**config.mk**
```make
export PLATFORM = sky130hd
export DESIGN_NAME = rvl_input_latch
export DESIGN_NICKNAME = d
export VERILOG_FILES = /design/src/design/rvl_pkg.sv /design/src/design/rvl_input_latch.sv
export SDC_FILE = /design/constraint.sdc
export NUM_CORES = 1
export LEC_CHECK = 0
export BUFFER_PORTS_ARGS = -buffer_cell sky130_fd_sc_hd__buf_2
export CAP_MARGIN = 20
export CORE_MARGIN = 4
export CORE_UTILIZATION = 39
export DETAILED_ROUTE_END_ITERATION = 8
export GPL_ROUTABILITY_DRIVEN = 0
export PLACE_DENSITY_LB_ADDON = 0.12
export SYNTH_ARGS = -nofsm -noshare
export SYNTH_HDL_FRONTEND = slang
export SYNTH_SLANG_ARGS = --single-unit
```
**constraint.sdc**
```tcl
create_clock -name clk_sys -period 0.8 [get_ports clk_sys]
set_input_delay 0 -clock clk_sys [delete_from_list [all_inputs] [get_ports clk_sys]]
set_output_delay 0 -clock clk_sys [all_outputs]
set_load 0.01 [all_outputs]
```
**src/design/rvl_pkg.sv**
```systemverilog
// Constants for the RGB video converter input latch
package rvl_pkg;
    localparam int RVL_CODE_W = 8;
    localparam logic [7:0] RVL_BLANK_CODE = 8'h00;
    localparam logic [7:0] RVL_CODE_RST = 8'h00;
    localparam logic RVL_BLANK_RST = 1'b0;
    localparam logic RVL_SYNC_RST = 1'b0;
    localparam int RVL_SYNC_IRE = 40;
    localparam int RVL_PIPE_CYCLES = 1;
endpackage

```
**src/design/rvl_input_latch.sv**
```systemverilog
// Input latch and output selection for the RGB video converter
`timescale 1ns/10ps
module rvl_input_latch #(
    parameter int CODE_W = rvl_pkg::RVL_CODE_W
) (
    input wire logic clk_sys,
    input wire logic sys_rst,
    input wire logic [CODE_W-1:0] red_code_in,
    input wire logic [CODE_W-1:0] green_code_in,
    input wire logic [CODE_W-1:0] blue_code_in,
    input wire logic blank_n_in,
    input wire logic sync_n_in,
    output logic [CODE_W-1:0] red_current_out,
    output logic [CODE_W-1:0] green_current_out,
    output logic [CODE_W-1:0] blue_current_out,
    output logic green_sync_on_out,
    output logic blanked_out
);
    import rvl_pkg::*;

    // Channel order inside the arrays
    localparam int N_CH = 3;

    localparam int CH_RED = 0;

    localparam int CH_GREEN = 1;

    localparam int CH_BLUE = 2;

    // Blanking level at the channel width
    localparam logic [CODE_W-1:0] BLANK_CODE = CODE_W'(RVL_BLANK_CODE);

    // Reset value of every channel register
    localparam logic [CODE_W-1:0] CODE_RST = CODE_W'(RVL_CODE_RST);

    // Reset value of the blank flag, high while blanked
    localparam logic BLANKED_RST = ~RVL_BLANK_RST;

    // Reset value of the sync current enable
    localparam logic SYNC_ON_RST = RVL_SYNC_RST;

    // Chooses the pixel code or the blanking level
    function automatic logic [CODE_W-1:0] blank_select(
        input logic pass,
        input logic [CODE_W-1:0] code
    );
        logic [CODE_W-1:0] sel;
        sel = BLANK_CODE;
        if (pass) begin
            sel = code;
        end
        return sel;
    endfunction

    // Active-low blank means colour data passes while high
    function automatic logic data_passes(
        input logic blank_n
    );
        return blank_n;
    endfunction

    // Active-low sync means the sync current is on while high
    function automatic logic sync_current_on(
        input logic sync_n
    );
        return sync_n;
    endfunction

    // Colour inputs gathered by channel
    wire logic [CODE_W-1:0] code_in [N_CH];

    // Selected codes ahead of the register stage
    wire logic [CODE_W-1:0] code_next [N_CH];

    // Registered codes behind the register stage
    wire logic [CODE_W-1:0] code_q [N_CH];

    // Decoded controls
    wire logic pass_data;

    wire logic blanked_next;

    wire logic sync_on_next;

    // Registered controls
    logic blanked_reg;

    logic sync_on_reg;

    // Gather the three colour words
    assign code_in[CH_RED] = red_code_in;

    assign code_in[CH_GREEN] = green_code_in;

    assign code_in[CH_BLUE] = blue_code_in;

    // Blank low forces the blanking level and ignores pixel data
    assign pass_data = data_passes(blank_n_in);

    assign blanked_next = ~pass_data;

    // Sync acts on its own, whatever blank or data do
    assign sync_on_next = sync_current_on(sync_n_in);

    // One register per colour channel
    genvar ch;
    generate
        for (ch = 0; ch < N_CH; ch++) begin : g_chan
            logic [CODE_W-1:0] chan_reg;

            assign code_next[ch] = blank_select(pass_data, code_in[ch]);

            always_ff @(posedge clk_sys) begin
                if (sys_rst) begin
                    chan_reg <= CODE_RST;
                end else begin
                    chan_reg <= code_next[ch];
                end
            end

            assign code_q[ch] = chan_reg;
        end
    endgenerate

    // Blank flag, captured on the same edge as the data
    always_ff @(posedge clk_sys) begin
        if (sys_rst) begin
            blanked_reg <= BLANKED_RST;
        end else begin
            blanked_reg <= blanked_next;
        end
    end

    // Sync current enable, captured on the same edge as the data
    always_ff @(posedge clk_sys) begin
        if (sys_rst) begin
            sync_on_reg <= SYNC_ON_RST;
        end else begin
            sync_on_reg <= sync_on_next;
        end
    end

    // Outputs come straight from the registers
    assign red_current_out = code_q[CH_RED];

    assign green_current_out = code_q[CH_GREEN];

    assign blue_current_out = code_q[CH_BLUE];

    assign blanked_out = blanked_reg;

    assign green_sync_on_out = sync_on_reg;

endmodule

```
==> results.toml, run 1 <==
[place]
dpl.hpwl_mm = 1.129
placedInstanceArea_mm2 = 0.001044
buffer_ports.inserted = 53

[clocking]
clk_path_buf_depth = 2
htree_num_levels = 1
clk_transition_reported_paths_ns = 0.13
cts_sinks = 26
cts_buffers = 3
cts_root_buf = "sky130_fd_sc_hd__clkbuf_4"
tritoncts = "built"

[worst_hold_path]
hold-path-cell-count = 2
hold_path.class = "primary input to flop"

[timing]
grt_setup_unrepaired = "yes"
timing_hold_violations_final = 0
finalSetupViolCount = 0
layout_min_cycle_time_ns = 0.7649
slew_violations = 0
final_min_period_over_clock_period = 0.9561
achievable-frequency_ghz = 1.307
max_slew.worst_pin.slew_ns = 0.3283
fin_worst_hold_slack_ns = 0.03178
maxSlewHeadroom = 0.7811

[power_and_ir_drop]
p_int_mw = 1.831
power_frac_comb = 0.138
power_switching_share = 0.2062
peakVddDrop_uv = 1069
power_density_of_the_placed_cells_mw_per_mm2 = 1706
seq_power_share = 0.590
pwr-share-clk = 0.272
total_leakage_power_nw = 0.7564
total_switching_power_mw = 0.4757

[final_layout]
final_common_cell = "sky130_fd_sc_hd__buf_2"
post-route-cell-area_mm2 = 0.001353
most_frequent_cells_in_the_layout = "sky130_fd_sc_hd__buf_2, sky130_fd_sc_hd__dlygate4sd3_1, sky130_fd_sc_hd__and3b_1, sky130_fd_sc_hd__dfxtp_1"
antenna_cells = 0
finish.net_count = 163
fraction_of_final_layout_cells_with_drive_strength_greater_than_1 = 0.4552
area.growth.synth_to_final_pct = 71.32
fillCellCount = 155

[logic_synthesis]
synth.avg_cell_area_um2 = 14.10
synthesis.instances = 56
synth_warnings = 0
yosys.cell_types.count = 6
mappedNetlistNets = 84
yosys_register_bits = 26
post_synth_design_cell_area_um2 = 789.5
synth-seq-area-share = 0.6593

[grt]
grt-busiest-layer = "met2"
grt_util_met2 = 0.2624
grtUsageTotal = 0.1359
gr-usage-met3 = 0.03662
groute.layer.met1.usage = 0.1248
grt_first_pass_wirelength_mm = 2.711
grt.overflow.total = 0
antenna_violations_before_repair = 0
grt_start_max_net_pins = 27
first_global_vias = 649

[die]
die-area_mm2 = 0.002808
floorplan.rows = 16
die-width_um = 53.00
vertical_die_dimension_um = 53.00
io-pin-count = 54
core-area_mm2 = 0.001942
floorplan.initialDensity = 0.4066

[critical_path]
cp.arrival_ns = 0.76
start_to_end_type_of_the_worst_setup_path = "flop to primary output"
critical_path.top_delay_family = "flip-flops"
worst_path_max_delay_cell = "sky130_fd_sc_hd__dfxtp_1"
worst-endpoint-required_ns = 0.80
crit_path_capture_type = "primary output"
sort_of_element_at_the_start_of_the_critical_path = "flop"
cpPeakStageDelay_ns = 0.33
cells_traversed_along_the_worst_timing_path = "buf_2"
crit_path_max_fanout = 1
cp.depth = 1
crit_buf_inv = 1

[drt]
first_pass_iters = 2
routed_wire_length_per_instance_um = 11.44
route.vias.total = 672
ant_nets = 0
route.detailed.drc = 0
routed_wirelength_mm = 1.842
vias_per_cell = 4.174
drt_iter0_markers = 1

[flow_run]
max_cap_violations = 0

[status]
status = "finished, final reports clean"
-- worst paths after layout --
path / from / endpoint / slack [ns]
max: blue_current_out[4] / blue_current_out[4] / 0.04
min: blank_n_in / blanked_out / 0.03
-- power groups by stage --
| stage | clock (mW) | sequential, mW | combinational, mW |
|---|---|---|---|
| 6_report | 0.628 | 1.36 | 0.318 |
| 5_1_grt | 0.695 | 1.37 | 0.350 |
| 4_1_cts | 0.657 | 1.36 | 0.311 |
| 3_5_place_dp | 0 | 1.39 | 0.218 |
| 3_3_place_gp | 0 | 1.39 | 0.212 |
| 2_1_floorplan | 0 | 1.42 | 0.0777 |
-- Yosys cell counts --
cell type | n | area share
sky130_fd_sc_hd__dfxtp_1 | 26 | 0.66
sky130_fd_sc_hd__and3b_1 | 23 | 0.26
sky130_fd_sc_hd__buf_6 | 4 | 0.057
sky130_fd_sc_hd__and3b_2 | 1 | 0.013
sky130_fd_sc_hd__nand2b_1 | 1 | 0.0079
sky130_fd_sc_hd__nor2b_1 | 1 | 0.0079
-- per-layer routing --
| metal | vias to the layer above | share of wire |
|---|---|---|
| met3 | 2 | 0.11 |
| met4 | 0 | 0.0092 |
| met5 | - | 0 |
| met2 | 31 | 0.53 |
| li1 | 346 | - |
| met1 | 293 | 0.35 |
-- stage by stage --
step | power, mW | setup TNS [ns] | cells | setup slack [ns] | util
2_1_floorplan | 1.497 | 0 | 56 | 0.4248 | -
3_3_place_gp | 1.599 | 0 | 132 | 0.1479 | 0.5374
3_5_place_dp | 1.606 | 0 | 132 | 0.1415 | 0.5374
4_1_cts | 2.329 | 0 | 161 | 0.005967 | 0.6862
5_1_grt | 2.411 | -0.01831 | 161 | -0.008545 | 0.6965
6_report | 2.307 | 0 | 161 | 0.03509 | 0.6965
-- registers in the layout, summed over array words and instances (netlist names) --
| signal | count |
|---|---|
| green_sync_on_out | 1 |
| green_current_out | 8 |
| blanked_out | 1 |
| red_current_out | 8 |
| blue_current_out | 8 |
-- final cells by class --
type | count | area (um2) | share of cell area
Sequential cell | 26 | 524.3 | 0.3876
Multi-Input combinational cell | 26 | 224.0 | 0.1656
Clock buffer | 4 | 36.28 | 0.02683
Tap cell | 27 | 33.78 | 0.02498
Timing Repair Buffer | 78 | 534.3 | 0.3950
-- cell families (layout without fill, tap and decap cells) --
logic type | after synthesis | in the layout | synth area share
buffers and inverters | 4 | 82 | 0.05705
flip-flops | 26 | 26 | 0.6593
AND/OR/NAND/NOR | 26 | 26 | 0.2837
-- timing repair --
item | CTS | global route
setup buffers | 0 | 0
resized for setup | 2 | 4
hold buffers | 25 | 0
endpoints found under the hold margin | 25 | 0
endpoints found under the setup margin | 2 | 6
gates cloned | 0 | 0
No activity file was read; power rests on OpenSTA's default activity.
==> run 2: changes to the inputs <==
--- a/config.mk
+++ b/config.mk
@@ -5,13 +5,13 @@
 export SDC_FILE = /design/constraint.sdc
 export NUM_CORES = 1
 export LEC_CHECK = 0
-export BUFFER_PORTS_ARGS = -buffer_cell sky130_fd_sc_hd__buf_2
-export CAP_MARGIN = 20
+export BUFFER_PORTS_ARGS = -buffer_cell sky130_fd_sc_hd__clkbuf_2
 export CORE_MARGIN = 4
 export CORE_UTILIZATION = 39
 export DETAILED_ROUTE_END_ITERATION = 8
 export GPL_ROUTABILITY_DRIVEN = 0
 export PLACE_DENSITY_LB_ADDON = 0.12
+export SLEW_MARGIN = 20
 export SYNTH_ARGS = -nofsm -noshare
 export SYNTH_HDL_FRONTEND = slang
 export SYNTH_SLANG_ARGS = --single-unit
==> run 2 against run 1 <==
Compared with the run above: critical endpoint unchanged; clock power fell by 17%; via count fell by 0.45%; critical path depth did not move; total power fell by 3.9%; first-iteration DRC count rose to 3.0 times the previous value; wire length rose by 1.5%; critical path type unchanged.
==> results.toml, run 2 (synthesized netlist as in run 1, its figures left out) <==
[final_layout]
finish.net_count = 163
fin_util = 0.7126
fraction_of_final_layout_cells_with_drive_strength_greater_than_1 = 0.5338
area.growth.synth_to_final_pct = 75.28
final_common_cell = "sky130_fd_sc_hd__clkbuf_2"
antenna_cells = 0
post-route-cell-area_mm2 = 0.001384
most_frequent_cells_in_the_layout = "sky130_fd_sc_hd__clkbuf_2, sky130_fd_sc_hd__dlygate4sd3_1, sky130_fd_sc_hd__and3b_1"

[clocking]
clk_path_buf_depth = 2
cts_buffers = 3
htree_num_levels = 1
tritoncts = "built"
post_cts_buffers = 0
clk_transition_reported_paths_ns = 0.12
cts_root_buf = "sky130_fd_sc_hd__clkbuf_4"
cts_sinks = 26

[timing]
slew_violations = 0
layout_min_cycle_time_ns = 0.7644
maxSlewHeadroom = 0.7553
finalSetupViolCount = 0
timing_hold_violations_final = 0
grt_setup_unrepaired = "yes"
achievable-frequency_ghz = 1.308
max_slew.worst_pin.slew_ns = 0.3670
final_min_period_over_clock_period = 0.9555

[critical_path]
crit_buf_inv = 1
cells_traversed_along_the_worst_timing_path = "clkbuf_2"
critical_path.top_delay_family = "flip-flops"
crit_path_max_fanout = 1
worst_path_max_delay_cell = "sky130_fd_sc_hd__dfxtp_2"
start_to_end_type_of_the_worst_setup_path = "flop to primary output"
cpPeakStageDelay_ns = 0.34
worst-endpoint-required_ns = 0.80
crit_path_capture_type = "primary output"
sort_of_element_at_the_start_of_the_critical_path = "flop"
cp.arrival_ns = 0.76

[drt]
first_pass_iters = 2
route.vias.total = 669
drt_iter0_markers = 3
route.detailed.drc = 0
ant_nets = 0
routed_wirelength_mm = 1.869
routed_wire_length_per_instance_um = 11.68
vias_per_cell = 4.181

[status]
status = "finished, final reports clean"

[die]
floorplan.initialDensity = 0.4066
die-width_um = 53.00
floorplan.rows = 16
io-pin-count = 54
die-area_mm2 = 0.002808
core-area_mm2 = 0.001942
vertical_die_dimension_um = 53.00

[place]
placedInstanceArea_mm2 = 0.001044
buffer_ports.inserted = 53

[grt]
grt-busiest-layer = "met2"
grt_util_met2 = 0.2831
grt.overflow.total = 0
gr-usage-met3 = 0.02535
grt_start_max_net_pins = 27
grtUsageTotal = 0.1391
groute.layer.met1.usage = 0.1185
grt_first_pass_wirelength_mm = 2.732
first_global_vias = 671
antenna_violations_before_repair = 0

[power_and_ir_drop]
power_density_of_the_placed_cells_mw_per_mm2 = 1603
peakVddDrop_uv = 1041
total_leakage_power_nw = 0.7559

[worst_hold_path]
hold_path.class = "primary input to flop"

[flow_run]
max_cap_violations = 0
-- run 2: cell types whose count changed in the layout (fill, tap and decap cells not counted) --
| cell | previous run | this run |
|---|---|---|
| sky130_fd_sc_hd__buf_2 | 50 | 7 |
| sky130_fd_sc_hd__buf_6 | 3 | 8 |
| sky130_fd_sc_hd__clkbuf_2 | 0 | 38 |
| sky130_fd_sc_hd__clkbuf_8 | 1 | 0 |
| sky130_fd_sc_hd__dfxtp_1 | 23 | 12 |
| sky130_fd_sc_hd__dfxtp_2 | 3 | 14 |
-- run 2: final timing paths --
check,slack [ns],startpoint,endpoint,cells after the start
worst max-delay path,0.04,blue_current_out[4],blue_current_out[4],1
worst min-delay path,0.1,blank_n_in,blanked_out,2
-- run 2: what timing repair did --
| item | CTS | global route |
|---|---|---|
| gates resized for setup | 1 | 36 |
| setup endpoints to repair | 1 | 19 |
| hold endpoints to repair | 25 | 0 |
| hold buffers | 25 | 0 |
-- run 2: area by class of cell --
type                            count  area, um2
Clock buffer                        3      22.52
Fill cell                         145      558.0
Multi-Input combinational cell     26      224.0
Sequential cell                    26      538.0
Tap cell                           27      33.78
Timing Repair Buffer               78      565.5
-- run 2: report_power, final --
group | switching (mW) | internal, mW
registers | 0.0158 | 1.35
clock network | 0.344 | 0.176
logic | 0.114 | 0.215
-- run 2: routing by layer --
layer / share of wire / wire, um
met1: 0.36 / 674
met2: 0.53 / 982
met3: 0.087 / 163
met4: 0.026 / 49
met5: 0 / 0
-- run 2: stage by stage --
stage	power, mW	hold slack [ns]	std cells	setup WS [ns]	setup TNS [ns]
CTS	2.218	0.09447	160	0.01132	0
floorplan	1.497	0.07304	56	0.4248	0
global route	2.315	0.1254	160	-0.001994	-0.005155
global placement	1.601	0.2091	132	0.1232	0
finish	2.218	0.09682	160	0.03561	0
detailed placement	1.609	0.2275	132	0.1026	0
